===== src/pkg/crt_pkg.sv =====
// Purpose: Shared constants and types for the raster timing and buffer handshake block.
// Assumes: One character clock per enabled clk cycle.
// Notes:   Widths are fixed; timing values arrive as a configuration struct.
package crt_pkg;

	// ----------------------------------------
	// Widths and constants
	// ----------------------------------------
	localparam int unsigned ADDR_W   = 16;
	localparam int unsigned BUS_W    = 14;
	localparam int unsigned IRQ_N    = 5;
	localparam logic [7:0]  ROW_FETCH_CHARS = 8'h04;
	localparam logic [8:0]  EQ_LINES        = 9'h003;
	localparam int unsigned CUR_BLINK_BIT   = 4;
	localparam int unsigned CHR_BLINK_BIT   = 5;
	localparam logic        PIN_IDLE        = 1'b1;
	localparam logic [4:0]  IRQ_PEND_RST    = 5'h00;
	localparam logic [7:0]  V_COUNT_FIRST   = 8'h01;

	// ----------------------------------------
	// Positions of flags on the address bus during blanking
	// ----------------------------------------
	localparam int unsigned FLG_GFX   = 0;
	localparam int unsigned FLG_A14   = 1;
	localparam int unsigned FLG_A15   = 2;
	localparam int unsigned FLG_LROW  = 3;
	localparam int unsigned FLG_SCAN  = 4;
	localparam int unsigned FLG_FIRST = 8;
	localparam int unsigned FLG_DW    = 9;
	localparam int unsigned FLG_UNDER = 10;
	localparam int unsigned FLG_BLINK = 11;
	localparam int unsigned FLG_ODD   = 12;
	localparam int unsigned FLG_LLINE = 13;

	// ----------------------------------------
	// Types
	// ----------------------------------------
	typedef enum logic [1:0] {
		BUF_INDEP  = 2'h0,
		BUF_TRANSP = 2'h1,
		BUF_SHARED = 2'h2,
		BUF_ROWBUF = 2'h3
	} crt_bufmode_t;

	typedef enum logic [1:0] {
		V_ACTIVE = 2'h0,
		V_FRONT  = 2'h1,
		V_SYNC   = 2'h2,
		V_BACK   = 2'h3
	} crt_vstate_t;

	typedef struct packed {
		logic [7:0]   hTotal;
		logic [7:0]   hActive;
		logic [7:0]   hSyncStart;
		logic [7:0]   hSyncEnd;
		logic [3:0]   lastScan;
		logic [6:0]   lastRow;
		logic [7:0]   vFront;
		logic [7:0]   vSync;
		logic [7:0]   vBack;
		logic         compositeSel;
		logic         interlace;
		logic [3:0]   underlinePos;
		logic [3:0]   cursorFirst;
		logic [3:0]   cursorLast;
		logic         cursorBlink;
		logic         rowTable;
		logic         graphics;
		logic         doubleWidth;
		logic         displayOn;
		logic         offFloatCmd;
		logic [15:0]  startAddr;
		logic [15:0]  cursorAddr;
		crt_bufmode_t bufMode;
	} crt_cfg_t;

	typedef struct packed {
		logic hSync;
		logic syncOut;
		logic blank;
		logic cursor;
	} crt_video_t;

	typedef struct packed {
		logic pin1Out;
		logic pin1Oen;
		logic pin2;
		logic pin3;
		logic addrFloat;
	} crt_hs_t;

endpackage


===== src/rtl/crt_timing_and_buffer_handshake.sv =====
// Purpose: Raster timing, cursor gate, interrupt pin and display address bus.
// Assumes: Configuration is stable while displaying; inputs synchronous to clk.
// Notes:   ce is the character clock; with ce low every flip-flop holds.
//
// How it works
// - Horizontal sync active high, programmable timing.
// - Shared sync output: vertical or composite with equalization.
// - Blank high outside active area.
// - Bus flags valid at blank trailing edge.
// - Cursor gate on address match, line span, blink.
// - Row-table mode: cursor during row address fetch.
// - Interrupt pin low when enabled source pending.
// - Interrupt pin released after reset or master reset.
// - Mains lock low stretches front porch by lines.
// - Independent mode: pin one is write strobe.
// - Independent mode: pin two is read strobe.
// - On request, float bus, pin two low.
// - Display-off float command drives pin two low.
// - Row-buffer mode: pin two halts CPU.
// - Independent mode: pin three is chip select.
// - Shared modes: pin three low as ready.
// - Row-buffer mode: pin three high steers bus.
// - 16k direct, bits 14 and 15 multiplexed.
// - Address bus floats depending on buffer mode.
// - Line 0 carries graphics flag in blanking.
// - Line 3 final row, lines 4-7 scan line.
// - Lines 8 and 13 first and last line.
// - Line 10 carries underline position marker.
// - Line 12 carries odd-field flag under interlace.
`timescale 1ns/100ps
module crt_timing_and_buffer_handshake (
	// Clock, reset and character clock enable.
	input  wire logic                       clk,
	input  wire logic                       rstn,
	input  wire logic                       ce,
	// Configuration.
	input  wire crt_pkg::crt_cfg_t          cfg,
	input  wire logic                       mainsLock,
	// Interrupt sources.
	input  wire logic [crt_pkg::IRQ_N-1:0]  irqEvent,
	input  wire logic [crt_pkg::IRQ_N-1:0]  irqMask,
	input  wire logic [crt_pkg::IRQ_N-1:0]  irqClear,
	input  wire logic                       masterReset,
	// Buffer handshake.
	input  wire logic                       pin1In,
	input  wire logic                       latchWrite,
	input  wire logic                       latchRead,
	output logic                            pin1Out,
	output logic                            pin1Oen,
	output logic                            pin2,
	output logic                            pin3,
	// Monitor timing.
	output crt_pkg::crt_video_t             video,
	// Interrupt pin, open drain.
	output logic                            irqOut,
	output logic                            irqOen,
	// Display address bus.
	output logic [crt_pkg::BUS_W-1:0]       addrOut,
	output logic [crt_pkg::BUS_W-1:0]       addrOen
);

	// --------------------------------------------------------
	// State
	// --------------------------------------------------------
	typedef struct packed {
		logic [7:0]                 hCnt;
		logic [3:0]                 scan;
		logic [6:0]                 row;
		logic [7:0]                 vCnt;
		crt_pkg::crt_vstate_t       vState;
		logic                       oddField;
		logic [7:0]                 frame;
		logic [15:0]                rowStart;
		crt_pkg::crt_video_t        vid;
		logic [crt_pkg::BUS_W-1:0]  bus;
		logic                       rowDmaWin;
		logic [crt_pkg::IRQ_N-1:0]  irqPend;
		logic                       irqDrive;
	} crt_state_t;

	crt_state_t       s_q;
	crt_state_t       s_d;
	crt_pkg::crt_hs_t hs;

	// Scratch terms of the next-state logic.
	logic        lineEnd;
	logic        porchDone;
	logic [7:0]  vLimit;
	logic [7:0]  halfLine;
	logic [7:0]  hsWidth;
	logic [7:0]  eqWidth;
	logic [7:0]  posHalf;
	logic        eqPulse;
	logic        serrated;
	logic        eqZone;
	logic [15:0] charAddr;
	logic [15:0] upStart;
	logic        upFirst;
	logic [3:0]  upScan;
	logic [6:0]  upRow;
	logic        upLastRow;
	logic        inHBlank;
	logic [8:0]  fetchEnd;
	logic [8:0]  porchSum;

	// True when a scan line lies within an inclusive span.
	function automatic logic inSpan(input logic [3:0] v, input logic [3:0] lo, input logic [3:0] hi);
		inSpan = (v >= lo) && (v <= hi);
	endfunction

	// --------------------------------------------------------
	// Raster counters
	// --------------------------------------------------------
	// Vertical counts start at one so a programmed count of N lines
	// gives exactly N lines; a count of zero behaves as one.
	always_comb
	begin
		s_d       = s_q;
		lineEnd   = (s_q.hCnt == cfg.hTotal);
		s_d.hCnt  = lineEnd ? 8'h00 : 8'(s_q.hCnt + 8'h01);
		vLimit    = 8'h00;
		porchDone = 1'b0;
		unique case (s_q.vState)
			crt_pkg::V_ACTIVE: vLimit = 8'h00;
			crt_pkg::V_FRONT:  vLimit = cfg.vFront;
			crt_pkg::V_SYNC:   vLimit = cfg.vSync;
			crt_pkg::V_BACK:   vLimit = cfg.vBack;
		endcase
		porchDone = (s_q.vCnt >= vLimit);
		if (lineEnd)
		begin
			unique case (s_q.vState)
				crt_pkg::V_ACTIVE:
				begin
					if (s_q.scan == cfg.lastScan)
					begin
						s_d.scan = 4'h0;
						if (s_q.row == cfg.lastRow)
						begin
							s_d.vState = crt_pkg::V_FRONT;
							s_d.vCnt   = crt_pkg::V_COUNT_FIRST;
						end
						else
						begin
							s_d.row      = 7'(s_q.row + 7'h01);
							s_d.rowStart = 16'(s_q.rowStart + {8'h00, cfg.hActive});
						end
					end
					else
						s_d.scan = 4'(s_q.scan + 4'h1);
				end
				crt_pkg::V_FRONT:
				begin
					// Porch is held whole lines at a time until the mains input is high.
					if (porchDone && mainsLock)
					begin
						s_d.vState = crt_pkg::V_SYNC;
						s_d.vCnt   = crt_pkg::V_COUNT_FIRST;
					end
					else if (!porchDone)
						s_d.vCnt = 8'(s_q.vCnt + 8'h01);
				end
				crt_pkg::V_SYNC:
				begin
					if (porchDone)
					begin
						s_d.vState = crt_pkg::V_BACK;
						s_d.vCnt   = crt_pkg::V_COUNT_FIRST;
					end
					else
						s_d.vCnt = 8'(s_q.vCnt + 8'h01);
				end
				crt_pkg::V_BACK:
				begin
					if (porchDone)
					begin
						s_d.vState   = crt_pkg::V_ACTIVE;
						s_d.row      = 7'h00;
						s_d.scan     = 4'h0;
						s_d.rowStart = cfg.startAddr;
						s_d.frame    = 8'(s_q.frame + 8'h01);
						s_d.oddField = cfg.interlace && !s_q.oddField;
					end
					else
						s_d.vCnt = 8'(s_q.vCnt + 8'h01);
				end
			endcase
		end

		// ----------------------------------------------------
		// Sync and blank for the coming character
		// ----------------------------------------------------
		s_d.vid.hSync = (s_d.hCnt >= cfg.hSyncStart) && (s_d.hCnt < cfg.hSyncEnd);
		s_d.vid.blank = (s_d.vState != crt_pkg::V_ACTIVE) || (s_d.hCnt >= cfg.hActive)
			|| !cfg.displayOn;
		// Equalizing and serration pulses run at twice line rate.
		halfLine = {1'b0, cfg.hTotal[7:1]};
		hsWidth  = 8'(cfg.hSyncEnd - cfg.hSyncStart);
		eqWidth  = {1'b0, hsWidth[7:1]};
		posHalf  = (s_d.hCnt >= halfLine) ? 8'(s_d.hCnt - halfLine) : s_d.hCnt;
		eqPulse  = (posHalf < eqWidth);
		serrated = (posHalf < 8'(halfLine - hsWidth));
		porchSum = 9'({1'b0, s_d.vCnt} + crt_pkg::EQ_LINES);
		eqZone   = ((s_d.vState == crt_pkg::V_FRONT) && (porchSum > {1'b0, cfg.vFront}))
			|| ((s_d.vState == crt_pkg::V_BACK) && ({1'b0, s_d.vCnt} <= crt_pkg::EQ_LINES));
		if (cfg.compositeSel)
		begin
			if (s_d.vState == crt_pkg::V_SYNC)
				s_d.vid.syncOut = serrated;
			else if (eqZone)
				s_d.vid.syncOut = eqPulse;
			else
				s_d.vid.syncOut = s_d.vid.hSync;
		end
		else
			s_d.vid.syncOut = (s_d.vState == crt_pkg::V_SYNC);

		// ----------------------------------------------------
		// Look ahead to the next scan line for the blanking flags
		// ----------------------------------------------------
		// Flags must describe the line that follows the blank, so
		// they are built from the line about to start.
		charAddr = 16'(s_d.rowStart + {8'h00, s_d.hCnt});
		upFirst  = (s_d.vState != crt_pkg::V_ACTIVE) || (s_d.scan == cfg.lastScan);
		upScan   = upFirst ? 4'h0 : 4'(s_d.scan + 4'h1);
		if (s_d.vState != crt_pkg::V_ACTIVE)
		begin
			upRow   = 7'h00;
			upStart = cfg.startAddr;
		end
		else if (upFirst)
		begin
			upRow   = 7'(s_d.row + 7'h01);
			upStart = 16'(s_d.rowStart + {8'h00, cfg.hActive});
		end
		else
		begin
			upRow   = s_d.row;
			upStart = s_d.rowStart;
		end
		upLastRow = (upRow == cfg.lastRow);
		inHBlank  = (s_d.hCnt >= cfg.hActive);

		// ----------------------------------------------------
		// Display address bus
		// ----------------------------------------------------
		if (s_d.vid.blank)
		begin
			s_d.bus                     = '0;
			s_d.bus[crt_pkg::FLG_GFX]   = cfg.graphics;
			s_d.bus[crt_pkg::FLG_A14]   = upStart[14];
			s_d.bus[crt_pkg::FLG_A15]   = upStart[15];
			s_d.bus[crt_pkg::FLG_LROW]  = upLastRow;
			s_d.bus[crt_pkg::FLG_SCAN +: 4] = upScan;
			s_d.bus[crt_pkg::FLG_FIRST] = upFirst;
			s_d.bus[crt_pkg::FLG_DW]    = cfg.doubleWidth;
			s_d.bus[crt_pkg::FLG_UNDER] = (upScan == cfg.underlinePos);
			s_d.bus[crt_pkg::FLG_BLINK] = s_d.frame[crt_pkg::CHR_BLINK_BIT];
			s_d.bus[crt_pkg::FLG_ODD]   = cfg.interlace && s_d.oddField;
			s_d.bus[crt_pkg::FLG_LLINE] = (upScan == cfg.lastScan);
		end
		else
			s_d.bus = charAddr[crt_pkg::BUS_W-1:0];

		// ----------------------------------------------------
		// Cursor gate and row fetch window
		// ----------------------------------------------------
		fetchEnd = 9'({1'b0, cfg.hActive} + {1'b0, crt_pkg::ROW_FETCH_CHARS});
		s_d.rowDmaWin = upFirst && inHBlank && (upRow <= cfg.lastRow)
			&& (s_d.vState == crt_pkg::V_ACTIVE || s_d.vCnt >= vLimit);
		s_d.vid.cursor = (!s_d.vid.blank && (charAddr == cfg.cursorAddr)
			&& inSpan(s_d.scan, cfg.cursorFirst, cfg.cursorLast)
			&& (!cfg.cursorBlink || s_d.frame[crt_pkg::CUR_BLINK_BIT]))
			|| (cfg.rowTable && s_d.rowDmaWin && ({1'b0, s_d.hCnt} < fetchEnd));

		// ----------------------------------------------------
		// Interrupt pending and pin drive
		// ----------------------------------------------------
		// A new event in the cycle of its clear is kept.
		s_d.irqPend  = (s_q.irqPend & ~(irqClear | {crt_pkg::IRQ_N{masterReset}})) | irqEvent;
		s_d.irqDrive = |(s_d.irqPend & irqMask);
	end

	// --------------------------------------------------------
	// State register
	// --------------------------------------------------------
	// Outputs are flops clocked only on character clocks, except irqOut, which is tied low.
	always_ff @(posedge clk)
	begin
		if (!rstn)
		begin
			s_q          <= '0;
			s_q.vState   <= crt_pkg::V_FRONT;
			s_q.vCnt     <= crt_pkg::V_COUNT_FIRST;
			s_q.vid.blank <= 1'b1;
			s_q.irqPend  <= crt_pkg::IRQ_PEND_RST;
		end
		else if (ce)
			s_q <= s_d;
	end

	// --------------------------------------------------------
	// Buffer handshake pins
	// --------------------------------------------------------
	crt_buffer_handshake u_hs (
		.clk        (clk),
		.rstn       (rstn),
		.ce         (ce),
		.mode       (cfg.bufMode),
		.cpuReqN    (pin1In),
		.blanking   (s_q.vid.blank),
		.offFloat   (cfg.offFloatCmd),
		.rowDmaWin  (s_q.rowDmaWin),
		.latchWrite (latchWrite),
		.latchRead  (latchRead),
		.hs         (hs)
	);

	// --------------------------------------------------------
	// Output pins
	// --------------------------------------------------------
	assign video   = s_q.vid;
	assign addrOut = s_q.bus;
	assign addrOen = {crt_pkg::BUS_W{hs.addrFloat}};
	assign irqOut  = 1'b0;
	assign irqOen  = !s_q.irqDrive;
	assign pin1Out = hs.pin1Out;
	assign pin1Oen = hs.pin1Oen;
	assign pin2    = hs.pin2;
	assign pin3    = hs.pin3;

endmodule


===== src/rtl/crt_buffer_handshake.sv =====
// Purpose: Mode dependent handshake pins toward display memory and CPU.
// Assumes: Inputs are synchronous to clk; ce marks character clocks.
// Notes:   All pin levels come from flip-flops.
`timescale 1ns/100ps
module crt_buffer_handshake (
	// Clock and reset.
	input  wire logic                  clk,
	input  wire logic                  rstn,
	input  wire logic                  ce,
	// Mode and requests.
	input  wire crt_pkg::crt_bufmode_t mode,
	input  wire logic                  cpuReqN,
	input  wire logic                  blanking,
	input  wire logic                  offFloat,
	input  wire logic                  rowDmaWin,
	input  wire logic                  latchWrite,
	input  wire logic                  latchRead,
	// Pin levels.
	output crt_pkg::crt_hs_t           hs
);

	typedef struct packed {
		logic             released;
		crt_pkg::crt_hs_t pins;
	} crt_hs_state_t;

	crt_hs_state_t s_q;
	crt_hs_state_t s_d;
	logic          wr;
	logic          rd;
	logic          shareMode;

	// --------------------------------------------------------
	// Next state
	// --------------------------------------------------------
	// Transparent mode only lets go of memory while blanked, to keep the raster clean.
	always_comb
	begin
		s_d       = s_q;
		shareMode = (mode == crt_pkg::BUF_TRANSP) || (mode == crt_pkg::BUF_SHARED);
		wr        = latchWrite;
		rd        = latchRead && !latchWrite; // Write wins a tie.
		s_d.pins.pin1Out = crt_pkg::PIN_IDLE;
		s_d.pins.pin1Oen = crt_pkg::PIN_IDLE;
		s_d.pins.pin2    = crt_pkg::PIN_IDLE;
		s_d.pins.pin3    = crt_pkg::PIN_IDLE;
		if (!shareMode || cpuReqN)
			s_d.released = 1'b0;
		else if (mode == crt_pkg::BUF_SHARED || blanking)
			s_d.released = 1'b1;
		unique case (mode)
			crt_pkg::BUF_INDEP:
			begin
				s_d.pins.pin1Oen = 1'b0;
				s_d.pins.pin1Out = !wr;
				s_d.pins.pin2    = !rd;
				s_d.pins.pin3    = !(wr || rd);
			end
			crt_pkg::BUF_TRANSP, crt_pkg::BUF_SHARED:
			begin
				s_d.pins.pin2 = !(s_d.released || offFloat);
				s_d.pins.pin3 = !s_d.released;
			end
			crt_pkg::BUF_ROWBUF:
			begin
				s_d.pins.pin2 = !(rowDmaWin || offFloat);
				s_d.pins.pin3 = rowDmaWin;
			end
		endcase
		if (mode == crt_pkg::BUF_INDEP && offFloat)
			s_d.pins.pin2 = 1'b0;
		s_d.pins.addrFloat = s_d.released || offFloat || (mode == crt_pkg::BUF_ROWBUF && rowDmaWin);
	end

	// --------------------------------------------------------
	// State register
	// --------------------------------------------------------
	always_ff @(posedge clk)
	begin
		if (!rstn)
		begin
			s_q           <= '0;
			s_q.pins.pin1Out <= crt_pkg::PIN_IDLE;
			s_q.pins.pin1Oen <= crt_pkg::PIN_IDLE;
			s_q.pins.pin2    <= crt_pkg::PIN_IDLE;
			s_q.pins.pin3    <= crt_pkg::PIN_IDLE;
		end
		else if (ce)
			s_q <= s_d;
	end

	assign hs = s_q.pins;

endmodule


===== config.mk =====
export PLATFORM = sky130hd
export DESIGN_NAME = crt_timing_and_buffer_handshake
export DESIGN_NICKNAME = d
export VERILOG_FILES = /design/src/pkg/crt_pkg.sv /design/src/rtl/crt_timing_and_buffer_handshake.sv /design/src/rtl/crt_buffer_handshake.sv
export SDC_FILE = /design/constraint.sdc
export NUM_CORES = 1
export LEC_CHECK = 0
export BUFFER_PORTS_ARGS = -buffer_cell sky130_fd_sc_hd__buf_2
export CAP_MARGIN = 5
export CORE_MARGIN = 1.5
export CORE_UTILIZATION = 55
export DETAILED_ROUTE_END_ITERATION = 8
export GPL_TIMING_DRIVEN = 0
export PLACE_DENSITY = 0.78
export SYNTH_ARGS = -nofsm -noshare
export SYNTH_HDL_FRONTEND = slang
export SYNTH_HIERARCHICAL = 1
export SYNTH_SLANG_ARGS = --single-unit

===== constraint.sdc =====
create_clock -name clk -period 10 [get_ports clk]
set_clock_uncertainty 0.2 [all_clocks]
set_input_delay 1 -clock clk [delete_from_list [all_inputs] [get_ports clk]]
set_output_delay 1 -clock clk [all_outputs]
set_load 0.01 [all_outputs]

==> results_dict.tcl <==
set metrics [dict create \
    clkLatencyLatePin_ns 0.36 \
    drt_iter0_drc 1024 \
    yosysSeqAreaShare_pct 15.49 \
    grt_max_degree 16 \
    cts_buffers 9 \
    synthFlopType "dfxtp_1" \
    avgSynthCellArea_um2 7.734 \
    drive_gt1_share_pct 18.34 \
    diodes 0 \
    yosysTopAreaCell "ha_1" \
    outcome "finished, final reports clean" \
    crit_path_max_fanout 10 \
    area_growth_syn_to_layout_pct 14.44 \
    path_buf_inv 5 \
    max-cap-violations 0 \
    rsz0062_at_grt "false" \
    path_class "reg2reg" \
    cts_hold_buf 0 \
    gp_congestion 0.9758 \
    max_freq_mhz 122.4 \
    cts_buffer_depth 2 \
    ys_ff_latch 83 \
    async_flop_share_pct 0 \
    required_ns 10.07 \
    die-area_mm2 0.02035 \
    fin_tns_setup_ns 0 \
    synth_cell_types 93 \
    synth.cell_area_mm2 0.01073 \
    cp-end-kind "flip-flop" \
    crit_family "compound AO/OA/AOI/OAI gates" \
    grt_pass1_wl_um 53140 \
    period_share_pct 81.69 \
    antenna_found_initial 0 \
    core_area_mm2 0.01889 \
    synth_area_leaders "ha_1, dfxtp_1, xnor2_1" \
    powerDensity_mw_per_mm2 89.01 \
    synth_nets 1681 \
    grtUsageTotal_pct 33.37 \
    row_count 50 \
    synth_edf_count 0 \
    cp.arrival_ns 8.24 \
    start_util_pct 56.77 \
    ant_nets 0 \
    multi_input_area_mm2 0.008183 \
    cts.sinks 83 \
    cts_root_buffer "clkbuf_16" \
    drc 0 \
    firstDrtPassIters 6 \
    slowest_delay_ns 0.78 \
    relSlewSlack_pct 25.98 \
    clk_pin_slew_worst_paths_ns 0.07 \
    post-cts-setup-buffers 0 \
    cts-htree-levels 3 \
    worst_slew_pin_slew_ns 1.096 \
    vias 11240 \
    mostFrequentLayoutCells "buf_2, ha_1, nor2_1" \
    fp.dieH_um 142.7 \
    vdd_drop_max_v 0.00008905 \
    grt_pass1_vias 10490 \
    synthCells 1387 \
    io_buffer_count 178 \
    final.min_clock_period_ns 8.169 \
    cts-resized-gates 0 \
    overflow 0 \
    via_per_inst 6.103 \
    netlist.area_leader.share_pct 16.91 \
    hp-class "reg2reg" \
    startpoint_type "flip-flop" \
    dp_hpwl_um 27150 \
    final_common_cell "buf_2" \
    final_max_slew_viol_count 0 \
    setup_viol 0 \
    die_w_um 142.7 \
    io-pin-count 182 \
    yosysWarnings 6 \
    slowest_stage "o31ai_1" \
    p_leak_uw 0.005847 \
    final_util_pct 64.97 \
    cts_tree "built" \
    fillers 1736 \
    hold_viol 0 \
    avgRoutedWirePerCell_um 18.48 \
    totalWireLength_um 34030 \
    nNetsFinal 1870 \
    seqCellArea_mm2 0.001662 \
]
==> per-stage QoR <==
stage / setup WS, ns / instance area, um2 / std cells / total power (uW) / hold WS [ns]
floorplan: 3.908 / 10730 / 1387 / 594.8 / 0.2440
detailed placement: 2.280 / 11940 / 1825 / 708.1 / 0.2651
CTS: 2.133 / 12280 / 1841 / 1087 / 0.2844
global route: 1.445 / 12280 / 1841 / 1145 / 0.3006
global placement: 2.327 / 11940 / 1825 / 698.6 / 0.2604
finish: 1.831 / 12280 / 1841 / 1093 / 0.2870
==> path summary, 6_finish.rpt <==
kind | start | to | slack (ns) | cells after the start
worst min-delay path | addrOut[7] | addrOut[7] | 0.29 | 2
worst max register to register | s_q[50] | video[0] | 1.83 | 26
worst max-delay path | s_q[50] | video[0] | 1.83 | 26
worst min register to register | addrOut[7] | addrOut[7] | 0.29 | 2
==> flip-flops by register name (all words and copies together), names as in the netlist <==
register and cells:
s_q 59, u_hs/hs 5, addrOut 14, video 4, u_hs/s_q 1
==> tightest hold or removal path: stages (launching register included) <==
cell	delay (ns)
dfxtp_1	0.31
nor2_1	0.08
a211oi_1	0.05
==> cell families (layout without fill, tap and decap cells) <==
family / Yosys count / in the layout / share of synthesized area [%]
multiplexers: 34 / 34 / 3.196
XOR/XNOR: 114 / 114 / 9.507
AND/OR/NAND/NOR: 445 / 445 / 21.60
other: 1 / 1 / 0.03496
buffers and inverters: 185 / 379 / 8.223
adder cells (fa/ha/maj): 150 / 150 / 17.85
flip-flops: 83 / 83 / 15.49
AO/OA/AOI/OAI: 375 / 375 / 24.10
==> per-layer routing <==
| metal | GRT usage, % | part of all wire (%) | wire length [um] |
|---|---|---|---|
| met3 | 6.271 | 9.2 | 3123 |
| met4 | 13.40 | 3.4 | 1144 |
| met5 | 0 | 0 | 0 |
| met1 | 42.75 | 42 | 14130 |
| met2 | 55.16 | 46 | 15630 |
==> power breakdown <==
group / total, uW / internal [uW] / switching (uW)
clock: 386 / 229 / 157
sequential: 353 / 342 / 11.2
combinational: 354 / 156 / 198
total: 1090 / 726 / 367
==> cell usage after synthesis (10+ instances only) <==
master	count
ha_1	145
nor2_1	126
inv_1	97
nand2_1	86
dfxtp_1	83
o21ai_0	83
a21oi_1	78
xnor2_1	67
nand3_1	46
xor2_1	45
buf_4	42
nor3_1	39
a21o_1	36
mux2i_1	32
clkbuf_1	31
a211oi_1	29
nand2b_1	28
nor2b_1	20
nand4_1	18
o21a_1	17
a31oi_1	16
and3_1	13
a22oi_1	12
o211ai_1	10
or3_1	10
==> cell type report <==
cell class	instances	area share [%]
multi-input combinational	1119	66.66
sequential	83	13.54
timing repair buffer	178	7.257
buffer	88	4.220
inverter	97	2.966
tap	260	2.650
clock buffer	10	1.947
clock inverter	6	0.7644
No activity file was read; power rests on OpenSTA's default activity.
